[config.mk]
export PLATFORM = sky130hd
export DESIGN_NAME = rgbo_output_control
export DESIGN_NICKNAME = d
export VERILOG_FILES = /design/src/hw/rgbo_pkg.sv /design/src/hw/rgbo_channel.sv /design/src/hw/rgbo_output_control.sv
export SDC_FILE = /design/constraint.sdc
export NUM_CORES = 1
export LEC_CHECK = 0
export BUFFER_PORTS_ARGS = -buffer_cell sky130_fd_sc_hd__buf_2
export CAP_MARGIN = 25
export CORE_ASPECT_RATIO = 0.5
export CORE_MARGIN = 1.5
export CORE_UTILIZATION = 57
export CTS_CLUSTER_DIAMETER = 40
export CTS_CLUSTER_SIZE = 30
export DETAILED_ROUTE_END_ITERATION = 12
export GPL_TIMING_DRIVEN = 0
export PLACE_DENSITY = 0.84
export SETUP_SLACK_MARGIN = 0.02
export SLEW_MARGIN = 20
export SYNTH_ARGS = -nofsm -noshare
export SYNTH_HDL_FRONTEND = slang
export SYNTH_SLANG_ARGS = --single-unit
[constraint.sdc]
create_clock -name clock -period 1.55 [get_ports clock]
set_input_delay 0.155 -clock clock [delete_from_list [all_inputs] [get_ports clock]]
set_output_delay 0.155 -clock clock [all_outputs]
set_load 0.01 [all_outputs]
[src/hw/rgbo_pkg.sv]
package rgbo_pkg;

  // Register offsets on the byte-wide register port
  localparam logic [7:0] RGBO_ADDR_CONTROL       = 8'h00;  // Control register
  localparam logic [7:0] RGBO_ADDR_COLOUR_BRIGHT = 8'h01;  // Colour and brightness, stored only
  localparam logic [7:0] RGBO_ADDR_CURRENT       = 8'h02;  // colour_current_levels
  localparam logic [7:0] RGBO_ADDR_GPIO_CONTROL  = 8'h06;  // Pin function and gate selects

  // Control register fields
  localparam int RGBO_CTL_INTERNAL_PWM_BIT = 7;  // internal_pwm_enable
  localparam int RGBO_CTL_BLOCK_EN_BIT     = 6;  // colour_block_enable
  localparam int RGBO_CTL_MODE_BIT         = 5;  // output_mode_select, 1 = switch
  localparam int RGBO_CTL_RED_SW_BIT       = 3;  // red_switch_enable
  localparam int RGBO_CTL_GREEN_SW_BIT     = 2;  // green_switch_enable
  localparam int RGBO_CTL_BLUE_SW_BIT      = 1;  // blue_switch_enable
  localparam logic [7:0] RGBO_CTL_WRITE_MASK = 8'hee;  // Bits 4 and 0 read as zero

  // Current level register fields
  localparam int RGBO_CUR_RED_LSB   = 4;  // red_current_level
  localparam int RGBO_CUR_GREEN_LSB = 2;  // green_current_level
  localparam int RGBO_CUR_BLUE_LSB  = 0;  // blue_current_level
  localparam logic [7:0] RGBO_CUR_WRITE_MASK = 8'h3f;  // Bits 7:6 read as zero

  // GPIO control register fields
  localparam int RGBO_GPIO_PIN_PWM_BIT   = 4;  // Pin used as external PWM input
  localparam int RGBO_GPIO_RED_GATE_BIT  = 3;  // red_external_gate
  localparam int RGBO_GPIO_GREEN_GATE_BIT = 2; // green_external_gate
  localparam int RGBO_GPIO_BLUE_GATE_BIT = 1;  // blue_external_gate
  localparam logic [7:0] RGBO_GPIO_WRITE_MASK = 8'h1e;  // Other bits read as zero

  // Reset values
  localparam logic [7:0] RGBO_CTL_RESET    = 8'h20;  // Switch mode after reset
  localparam logic [7:0] RGBO_BRIGHT_RESET = 8'h00;
  localparam logic [7:0] RGBO_CUR_RESET    = 8'h00;
  localparam logic [7:0] RGBO_GPIO_RESET   = 8'h00;
  localparam logic [7:0] RGBO_READ_ZERO    = 8'h00;  // Answer for unmapped offsets

  // Channel indices and count
  localparam int RGBO_CHANNELS  = 3;
  localparam int RGBO_CH_RED    = 2;
  localparam int RGBO_CH_GREEN  = 1;
  localparam int RGBO_CH_BLUE   = 0;

  // Two-bit level to quarters of full current: 00 -> 1 .. 11 -> 4
  localparam logic [2:0] RGBO_QUARTER_ONE = 3'h1;

endpackage : rgbo_pkg

[src/hw/rgbo_channel.sv]
// One colour output: combines switch, gate, pin and internal waveform
module rgbo_channel
  import rgbo_pkg::*;
(
  input  wire logic       clock,
  input  wire logic       reset_n,
  input  wire logic       block_enable,
  input  wire logic       internal_pwm,
  input  wire logic       switch_enable,
  input  wire logic       external_gate,
  input  wire logic       pin_pwm_active,
  input  wire logic       pin_level,
  input  wire logic       internal_wave,
  input  wire logic [1:0] level,
  output logic            drive,
  output logic      [2:0] quarters
);

  logic       drive_d;     // Next on/off state
  logic       drive_q;     // Registered on/off state
  logic [2:0] quarters_d;  // Next current scale
  logic [2:0] quarters_q;  // Registered current scale
  logic       source;      // Switch, optionally modulated internally

  // Output decision
  always_comb begin
    // Contents of the colour and brightness register never enter here
    if (internal_pwm) begin
      source = switch_enable & internal_wave;
    end else begin
      source = switch_enable;
    end
    if (!block_enable) begin
      drive_d = 1'b0;
    end else if (pin_pwm_active && external_gate) begin
      // Pin is active high; off while low, passes source while high
      drive_d = source & pin_level;
    end else begin
      // Ungated outputs ignore the pin entirely
      drive_d = source;
    end
    quarters_d = {1'b0, level} + RGBO_QUARTER_ONE;
  end

  // Registered outputs keep glitches from reaching the pads
  always_ff @(posedge clock or negedge reset_n) begin
    if (!reset_n) begin
      drive_q    <= 1'b0;
      quarters_q <= RGBO_QUARTER_ONE;
    end else begin
      drive_q    <= drive_d;
      quarters_q <= quarters_d;
    end
  end

  assign drive    = drive_q;
  assign quarters = quarters_q;

endmodule : rgbo_channel

[src/hw/rgbo_output_control.sv]
module rgbo_output_control
  import rgbo_pkg::*;
(
  input  wire logic       clock,
  input  wire logic       reset_n,
  input  wire logic [7:0] reg_address,
  input  wire logic [7:0] reg_write_data,
  input  wire logic       reg_write,
  input  wire logic       reg_read,
  output logic      [7:0] reg_read_data,
  input  wire logic       pwm_pin,
  input  wire logic [2:0] internal_pwm_wave,
  output logic            red_output,
  output logic            green_output,
  output logic            blue_output,
  output logic            output_mode_select,
  output logic      [2:0] red_current_scale,
  output logic      [2:0] green_current_scale,
  output logic      [2:0] blue_current_scale
);

  // Register state
  logic [7:0] control_q;      // Control register
  logic [7:0] control_d;
  logic [7:0] bright_q;       // Colour and brightness, kept for read-back
  logic [7:0] bright_d;
  logic [7:0] current_q;      // colour_current_levels
  logic [7:0] current_d;
  logic [7:0] gpio_q;         // GPIO control register
  logic [7:0] gpio_d;
  logic [7:0] read_data_q;    // Registered read answer
  logic [7:0] read_data_d;

  // Pin synchroniser, first stage read only by the second
  logic       pin_meta_q;
  logic       pin_sync_q;

  // Decoded fields
  logic       internal_pwm_enable;
  logic       colour_block_enable;
  logic       red_switch_enable;
  logic       green_switch_enable;
  logic       blue_switch_enable;
  logic       red_external_gate;
  logic       green_external_gate;
  logic       blue_external_gate;
  logic [1:0] red_current_level;
  logic [1:0] green_current_level;
  logic [1:0] blue_current_level;
  logic       pin_pwm_active;

  // Per-channel vectors, indexed by the channel constants
  logic [2:0] switch_vec;
  logic [2:0] gate_vec;
  logic [5:0] level_vec;
  logic [2:0] drive_vec;
  logic [8:0] quarters_vec;

  // Field decode
  assign internal_pwm_enable = control_q[RGBO_CTL_INTERNAL_PWM_BIT];
  assign colour_block_enable = control_q[RGBO_CTL_BLOCK_EN_BIT];
  assign output_mode_select  = control_q[RGBO_CTL_MODE_BIT];
  assign red_switch_enable   = control_q[RGBO_CTL_RED_SW_BIT];
  assign green_switch_enable = control_q[RGBO_CTL_GREEN_SW_BIT];
  assign blue_switch_enable  = control_q[RGBO_CTL_BLUE_SW_BIT];

  assign red_external_gate   = gpio_q[RGBO_GPIO_RED_GATE_BIT];
  assign green_external_gate = gpio_q[RGBO_GPIO_GREEN_GATE_BIT];
  assign blue_external_gate  = gpio_q[RGBO_GPIO_BLUE_GATE_BIT];

  assign red_current_level   = current_q[RGBO_CUR_RED_LSB +: 2];
  assign green_current_level = current_q[RGBO_CUR_GREEN_LSB +: 2];
  assign blue_current_level  = current_q[RGBO_CUR_BLUE_LSB +: 2];

  // Pin only acts as PWM input with the block enabled
  assign pin_pwm_active = gpio_q[RGBO_GPIO_PIN_PWM_BIT] & colour_block_enable;

  // Gather per-channel controls
  assign switch_vec[RGBO_CH_RED]   = red_switch_enable;
  assign switch_vec[RGBO_CH_GREEN] = green_switch_enable;
  assign switch_vec[RGBO_CH_BLUE]  = blue_switch_enable;
  assign gate_vec[RGBO_CH_RED]     = red_external_gate;
  assign gate_vec[RGBO_CH_GREEN]   = green_external_gate;
  assign gate_vec[RGBO_CH_BLUE]    = blue_external_gate;
  assign level_vec[RGBO_CH_RED*2 +: 2]   = red_current_level;
  assign level_vec[RGBO_CH_GREEN*2 +: 2] = green_current_level;
  assign level_vec[RGBO_CH_BLUE*2 +: 2]  = blue_current_level;

  // Register writes; unmapped offsets are dropped without effect
  always_comb begin
    control_d = control_q;
    bright_d  = bright_q;
    current_d = current_q;
    gpio_d    = gpio_q;
    if (reg_write) begin
      case (reg_address)
        RGBO_ADDR_CONTROL: begin
          control_d = reg_write_data & RGBO_CTL_WRITE_MASK;
        end
        RGBO_ADDR_COLOUR_BRIGHT: begin
          // Stored for the internal engine; no effect on direct control
          bright_d = reg_write_data;
        end
        RGBO_ADDR_CURRENT: begin
          current_d = reg_write_data & RGBO_CUR_WRITE_MASK;
        end
        RGBO_ADDR_GPIO_CONTROL: begin
          gpio_d = reg_write_data & RGBO_GPIO_WRITE_MASK;
        end
        default: begin
          // Unmapped write ignored
        end
      endcase
    end
  end

  // Register storage
  always_ff @(posedge clock or negedge reset_n) begin
    if (!reset_n) begin
      control_q <= RGBO_CTL_RESET;
      bright_q  <= RGBO_BRIGHT_RESET;
      current_q <= RGBO_CUR_RESET;
      gpio_q    <= RGBO_GPIO_RESET;
    end else begin
      control_q <= control_d;
      bright_q  <= bright_d;
      current_q <= current_d;
      gpio_q    <= gpio_d;
    end
  end

  // Read mux; answer holds until the next read strobe
  always_comb begin
    read_data_d = read_data_q;
    if (reg_read) begin
      case (reg_address)
        RGBO_ADDR_CONTROL: begin
          read_data_d = control_q;
        end
        RGBO_ADDR_COLOUR_BRIGHT: begin
          read_data_d = bright_q;
        end
        RGBO_ADDR_CURRENT: begin
          read_data_d = current_q;
        end
        RGBO_ADDR_GPIO_CONTROL: begin
          read_data_d = gpio_q;
        end
        default: begin
          read_data_d = RGBO_READ_ZERO;  // Unmapped reads as zero
        end
      endcase
    end
  end

  // Read data register
  always_ff @(posedge clock or negedge reset_n) begin
    if (!reset_n) begin
      read_data_q <= RGBO_READ_ZERO;
    end else begin
      read_data_q <= read_data_d;
    end
  end

  assign reg_read_data = read_data_q;

  // Pin is asynchronous to the clock; two flops before any use.
  // Costs two cycles of latency on flash edges, far below pin pulse widths.
  always_ff @(posedge clock or negedge reset_n) begin
    if (!reset_n) begin
      pin_meta_q <= 1'b0;
      pin_sync_q <= 1'b0;
    end else begin
      pin_meta_q <= pwm_pin;
      pin_sync_q <= pin_meta_q;
    end
  end

  // One gating slice per colour output
  for (genvar ch = 0; ch < RGBO_CHANNELS; ch++) begin : g_channel
    rgbo_channel u_channel (
      .clock          (clock),
      .reset_n        (reset_n),
      .block_enable   (colour_block_enable),
      .internal_pwm   (internal_pwm_enable),
      .switch_enable  (switch_vec[ch]),
      .external_gate  (gate_vec[ch]),
      .pin_pwm_active (pin_pwm_active),
      .pin_level      (pin_sync_q),
      .internal_wave  (internal_pwm_wave[ch]),
      .level          (level_vec[ch*2 +: 2]),
      .drive          (drive_vec[ch]),
      .quarters       (quarters_vec[ch*3 +: 3])
    );
  end

  // Pin-level outputs
  assign red_output          = drive_vec[RGBO_CH_RED];
  assign green_output        = drive_vec[RGBO_CH_GREEN];
  assign blue_output         = drive_vec[RGBO_CH_BLUE];
  // Scale only matters to the analog sink in current mode
  assign red_current_scale   = quarters_vec[RGBO_CH_RED*3 +: 3];
  assign green_current_scale = quarters_vec[RGBO_CH_GREEN*3 +: 3];
  assign blue_current_scale  = quarters_vec[RGBO_CH_BLUE*3 +: 3];

endmodule : rgbo_output_control

==> flow_summary.ini, run 1 <==
[run_status]
outcome = complete, no violations

[sta]
drv_slew = 0
fin_hold_ws_ns = 0.0937
finalClockSkew_ns = 0.00436
finalHoldViolations = 0
period_minus_slack_ns = 1.40
setup_violations = 0
fmaxAchievable_mhz = 715
finalCritPeriodShare_pct = 90.2
tightest_slew_ns = 0.562
rsz0062_at_grt = no
max_slew_margin_pct = 62.5

[global_route]
antenna_found_initial = 0
grt_overflow = 0
grt_usage_pct = 25.0
grt_max_degree = 47
grt_pass1_wl_um = 6700
grt_pass1_vias = 1366

[setup_path]
crit_arrival_ns = 1.59
cp_max_fo = 6
crit_required_ns = 1.74
r2r_slack_ns = 0.44
worstSetupPathType = primary input to register
end_kind = register
start_kind = primary input

[pwr]
p_leak_nw = 1.21
finalPower_mw = 2.53
p_sw_share_pct = 21.8
pwr-share-comb_pct = 7.4
vdd_ir_drop_max_uv = 783
pwr-share-seq_pct = 50.4
p_int_mw = 1.98
power_density_nw_per_um2 = 1060
p_clk_share_pct = 42.2
power_switching_uw = 552

[clocking]
cts_made_buffers = 5
post_cts_buffers = 0
clkTransAtPathRegs_ns = 0.09
cts_root_buffer = clkbuf_8
cts_tree = done
clk_latency_ns = 0.31
cts_buffer_depth = 2
cts.repair.resized = 0
cts-hold-fix-buffers = 1
clkSinkCount = 46
htreeDepth = 2

[synthesis]
netlist_instances = 142
syn_area_um2 = 1960
synthDistinctLibCells = 33
synth-seq-cells = 46
synth_warnings = 0
synth_enable_flop_cells = 0
ys.flop_type = dfrtp_1
synth_nets = 169
synth-async-reset-ratio_pct = 100
synth_area_per_cell_um2 = 13.8
ys_seq_area_share_pct = 59.1

[final_layout]
antennaDiodeCount = 0
final_area_um2 = 2380
area_growth_pct = 21.8
utilization_pct = 75.9
fin_cells = 235
final_nets = 221
drive_above_1_share_pct = 46.7

[placement]
hpwlAfterDp_um = 2900
io_buffers = 43
dp.cells = 225
placed_area_um2 = 2220
globalplace.congestion = 0.840

[route]
routed_wl_um = 4250
via_per_inst = 5.82
drtIter0Drc = 58
drtAntennaViolNets = 0
dr_total_vias = 1367
drc = 0
avgRoutedWirePerCell_um = 18.1
first_pass_iters = 4

[min_path]
hold_path.class = primary input to register

[run]
drv_cap = 0

[floorplanning]
start_util_pct = 62.4
die_w_um = 85.8
die_h_um = 44.4
dieArea_um2 = 3810
num_rows = 14
ioPinCount = 45
coreArea_um2 = 3140
-- stage by stage --
stage	setup TNS, ns	worst slack, ns
2_1_floorplan	0	0.179
3_3_place_gp	-0.685	-0.0506
3_5_place_dp	-2.11	-0.149
4_1_cts	0	0.184
5_1_grt	0	0.0922
6_report	0	0.152
-- power by group through the flow --
stage	clock (mW)	combinational, mW	sequential (mW)
finish	1.07	0.187	1.27
floorplan	0	0.0795	1.30
global route	1.12	0.205	1.28
detailed placement	0	0.182	1.30
CTS	1.08	0.186	1.27
global placement	0	0.175	1.29
-- worst paths after layout --
check | start | endpoint | cells after the start
hold reg to reg | pin_meta_q$_DFF_PN0_ | pin_sync_q$_DFF_PN0_ | 0
hold / removal | reg_write_data[6] | control_q[6]$_DFFE_PN0P_ | 2
setup / recovery | reg_address[7] | current_q[4]$_DFFE_PN0P_ | 4
max in group asynchronous | reset_n | g_channel[1].u_channel.quarters[0]$_DFF_PN1_ | 2
setup reg to reg | gpio_q[4]$_DFFE_PN0P_ | reg_read_data[4]$_DFFE_PN0P_ | 3
min in group asynchronous | reset_n | g_channel[2].u_channel.quarters[1]$_DFF_PN0_ | 2
-- cells by family after synthesis --
family	Yosys count	share of synthesized area [%]
AOI/OAI and AO/OA	21	8.13
and+or+nand+nor	22	8.57
buffers and inverters	17	3.65
DFF	46	59.1
adders and majority gates	3	1.92
muxes	33	18.6
-- routing by layer --
layer  track usage [%]  vias up  part of all wire (%)
met2              40.5       65                    48
met1              31.8      676                    42
li1                  -      617                     -
met3              7.65        9                   7.8
met5                 0        -                     0
met4              11.9        0                   1.7
-- worst max-delay path: stages --
cell	delay, ns
buf_2	0.11
nor4_4	0.46
nand3_1	0.45
mux2_2	0.41
-- placed cells by master, fill, tap and decap left out --
| master | n |
|---|---|
| buf_2 | 44 |
| dfrtp_1 | 42 |
| mux2_2 | 27 |
| inv_1 | 12 |
| o22ai_1 | 7 |
| mux2i_1 | 6 |
| nand2_1 | 5 |
| clkbuf_8 | 5 |
| dfstp_2 | 4 |
| o211ai_1 | 3 |
| a21oi_1 | 3 |
| o32a_1 | 3 |
| ha_1 | 3 |
| nor2_1 | 2 |
| nand2b_1 | 2 |
| and2_1 | 2 |
| and4_1 | 2 |
| buf_4 | 2 |
| bufinv_16 | 2 |
| dlygate4sd3_1 | 2 |
| clkbuf_1 | 1 |
| nor2b_1 | 1 |
| clkbuf_2 | 1 |
| nor4_4 | 1 |
| o2111ai_2 | 1 |
| or3_1 | 1 |
| a2bb2oi_1 | 1 |
| o41ai_1 | 1 |
| nor3_2 | 1 |
| nor4b_2 | 1 |
| nand3_1 | 1 |
| nand4b_2 | 1 |
| a22oi_1 | 1 |
| and4b_1 | 1 |
| nor4bb_1 | 1 |
| a211oi_1 | 1 |
| clkinv_4 | 1 |
-- sequential cells by signal, summed over array words and instances (netlist names) --
signal,cells
current_q,6
g_channel.u_channel.drive,3
pin_sync_q,1
bright_q,8
pin_meta_q,1
reg_read_data,8
control_q,6
g_channel.u_channel.quarters,9
gpio_q,4
-- area by class of cell --
cell class                      instances  area, um^2
Tap cell                               40        50.0
Clock inverter                          3        68.8
Buffer                                  5        26.3
Multi-Input combinational cell         79         728
Inverter                               12        45.0
Timing Repair Buffer                   45         238
Sequential cell                        46        1160
Clock buffer                            5        68.8
Fill cell                             198         754
-- cells in the mapped netlist (2+ instances only) --
library cell	instances	area [um^2]
dfrtp_1	42	1050
mux2_2	27	304
inv_1	12	45.0
o22ai_1	7	43.8
mux2i_1	6	60.1
nand2_1	5	18.8
dfstp_2	4	105
a21oi_1	3	15.0
ha_1	3	37.5
o211ai_1	3	22.5
o32a_1	3	30.0
and2_1	2	12.5
and4_1	2	17.5
buf_2	2	10.0
nand2b_1	2	12.5
nor2_1	2	7.51
Note: power is estimated with default switching activity, not from simulation.
==> inputs of run 2 (changes only) <==
--- a/config.mk
+++ b/config.mk
@@ -8,15 +8,16 @@
 export BUFFER_PORTS_ARGS = -buffer_cell sky130_fd_sc_hd__buf_2
 export CAP_MARGIN = 25
 export CORE_ASPECT_RATIO = 0.5
-export CORE_MARGIN = 1.5
+export CORE_MARGIN = 2
 export CORE_UTILIZATION = 57
 export CTS_CLUSTER_DIAMETER = 40
 export CTS_CLUSTER_SIZE = 30
 export DETAILED_ROUTE_END_ITERATION = 12
 export GPL_TIMING_DRIVEN = 0
-export PLACE_DENSITY = 0.84
+export PLACE_DENSITY = 0.83
 export SETUP_SLACK_MARGIN = 0.02
 export SLEW_MARGIN = 20
 export SYNTH_ARGS = -nofsm -noshare
 export SYNTH_HDL_FRONTEND = slang
+export SYNTH_HIERARCHICAL = 1
 export SYNTH_SLANG_ARGS = --single-unit
==> run 2 against run 1 <==
Against the previous run: critical path depth grew 1; clock power shrank 34%; clock skew rose by 0.0016 ns; final cell count is 8.5% higher.
==> flow_summary.ini, run 2 <==
[final_layout]
fillers = 228
utilization_pct = 73.3
final_area_um2 = 2490
final_cell_mix = 42 x dfrtp_1, 42 x buf_2, 14 x mux2_2
area_growth_pct = 24.0
antennaDiodeCount = 0
drive_above_1_share_pct = 47.1
fin_cells = 255
final_nets = 230
largest_reg_flops = 9

[sta]
tightest_slew_ns = 0.675
drv_slew = 0
finalClockSkew_ns = 0.00601
period_minus_slack_ns = 1.44
setup_violations = 0
fmaxAchievable_mhz = 695
finalHoldViolations = 0
rsz0062_at_grt = no
max_slew_margin_pct = 55.0
finalCritPeriodShare_pct = 92.9
timing.setup.tns_ns = 0

[global_route]
grt_max_degree = 47
grt_pass1_vias = 1310
grt_usage_pct = 22.5
antenna_found_initial = 0
grt_pass1_wl_um = 6510
grt_overflow = 0

[placement]
dp.cells = 239
globalplace.congestion = 0.860
hpwlAfterDp_um = 2840
placed_area_um2 = 2340
io_buffers = 43

[min_path]
hold_path.class = primary input to register
min_from = reg_write_data[7]
min_to = control_q[7]$_DFFE_PN0P_
worstHoldPathCells = 2

[setup_path]
path_cells = buf_2, or4_4, buf_6, nor4_4, mux2_2
worstSetupPathType = primary input to register
critical-path-max-stage-delay_ns = 0.52
reg2reg_from = control_q[5]$_DFFE_PN1P_
end_kind = register
crit_family = simple AND/OR/NAND/NOR gates
crit_arrival_ns = 1.63
reg2reg_to = reg_read_data[5]$_DFFE_PN0P_
cp_max_fo = 7
crit_required_ns = 1.74
start_kind = primary input
r2r_cells = 3
r2r_slack_ns = 0.44
cp_slowest_cell = or4_4
worst-path-buf-inv = 2

[synthesis]
yosysMostFrequentCell = dfrtp_1
synth_enable_flop_cells = 0
netlist_instances = 145
ys.flop_type = dfrtp_1
synthDistinctLibCells = 31
synth_nets = 172
synth-async-reset-ratio_pct = 100
yosysTopAreaCellShare_pct = 52.4
netlist_top_cells_area = dfrtp_1 52%, mux2_2 13%, dfstp_2 5.2%
ys_seq_area_share_pct = 57.6
synth-seq-cells = 46
synth_area_per_cell_um2 = 13.8
synthTopCellsByCount = 42 x dfrtp_1, 24 x mux2_2, 9 x inv_1, 9 x mux2i_1, 8 x nand2_1
synth_top_area_cell = dfrtp_1
synth_warnings = 6
syn_area_um2 = 2010

[floorplanning]
die_w_um = 87.9
dieArea_um2 = 4040
num_rows = 15
start_util_pct = 59.1
die_h_um = 46.0
ioPinCount = 45
coreArea_um2 = 3400

[pwr]
vdd_ir_drop_max_uv = 655
finalPower_mw = 2.19
power_density_nw_per_um2 = 878
p_leak_nw = 1.26

[clocking]
cts_made_buffers = 5
cts_tree = done
cts_buffer_depth = 2
htreeDepth = 2
clkSinkCount = 46
clkTransAtPathRegs_ns = 0.09
clk_latency_ns = 0.30
cts_root_buffer = clkbuf_8

[route]
drc = 0
via_per_inst = 5.41
routed_wl_um = 4060
drtIter0Drc = 55
drtAntennaViolNets = 0
first_pass_iters = 4
avgRoutedWirePerCell_um = 15.9
dr_total_vias = 1380

[run]
drv_cap = 0

[run_status]
outcome = complete, no violations
## run 2: cell families (layout without fill, tap and decap cells)
family	count (synthesis)	in the layout	share of synthesized area, %
AOI/OAI and AO/OA	19	19	7.98
adders and majority gates	3	3	1.87
buffers and inverters	14	73	3.05
DFF	46	46	57.6
muxes	33	33	18.0
and+or+nand+nor	30	30	11.5
## run 2: routing by layer
layer	global-route usage (%)	vias up	part of all wire, %
met1	31.8	692	46
met3	6.16	6	5.3
met4	6.15	0	0.98
li1	-	647	-
met5	0	-	0
met2	35.0	35	48
## run 2: repair_timing
action | CTS | global route
pin swaps | 4 | 0
buffers inserted | 6 | 0
resized for setup | 0 | 1
endpoints found under the hold margin | 1 | 42
hold buffers | 1 | 1
endpoints found under the setup margin | 24 | 1
## run 2: cell type report
type                       count  area [um^2]  share of cell area, %
sequential                    46         1160                   46.5
timing repair buffer          51          283                   11.4
inverter                       9         33.8                   1.36
clock inverter                 2         10.0                  0.402
multi-input combinational     85          832                   33.4
tap                           51         63.8                   2.56
clock buffer                   6         72.6                   2.92
buffer                         5         37.5                   1.51
## run 2: power breakdown
part / leakage [nW] / total (mW) / internal (mW) / switching, mW
logic: 0.598 / 0.202 / 0.0953 / 0.107
clock network: 0.0450 / 0.707 / 0.313 / 0.394
registers: 0.619 / 1.28 / 1.25 / 0.0299
total: 1.26 / 2.19 / 1.66 / 0.530
## run 2: per-stage QoR
step / hold WS [ns] / worst slack (ns)
floorplan: -0.141 / -0.128
global placement: 0.263 / -0.392
detailed placement: 0.264 / -0.413
CTS: 0.0443 / 0.0728
global route: 0.0954 / 0.0533
finish: 0.0946 / 0.111
## run 2: worst max-delay path by stage
stage                                         endpoint  cells after the start  slack [ns]            from
final                            gpio_q[3]$_DFFE_PN0P_                      5        0.11  reg_address[5]
after global routing             gpio_q[4]$_DFFE_PN0P_                      5        0.05  reg_address[5]
after CTS                 reg_read_data[4]$_DFFE_PN0P_                      5        0.07  reg_address[5]
after detailed placement      current_q[0]$_DFFE_PN0P_                      5       -0.41  reg_address[5]
after global placement        current_q[1]$_DFFE_PN0P_                      5       -0.39  reg_address[5]
after floorplan                bright_q[3]$_DFFE_PN0P_                      4       -0.13  reg_address[2]
## run 2: worst register-to-register path, stage by stage (launching register included)
cell	delay (ns)
dfstp_2	0.55
mux2i_1	0.07
a2bb2oi_1	0.15
o32ai_1	0.24
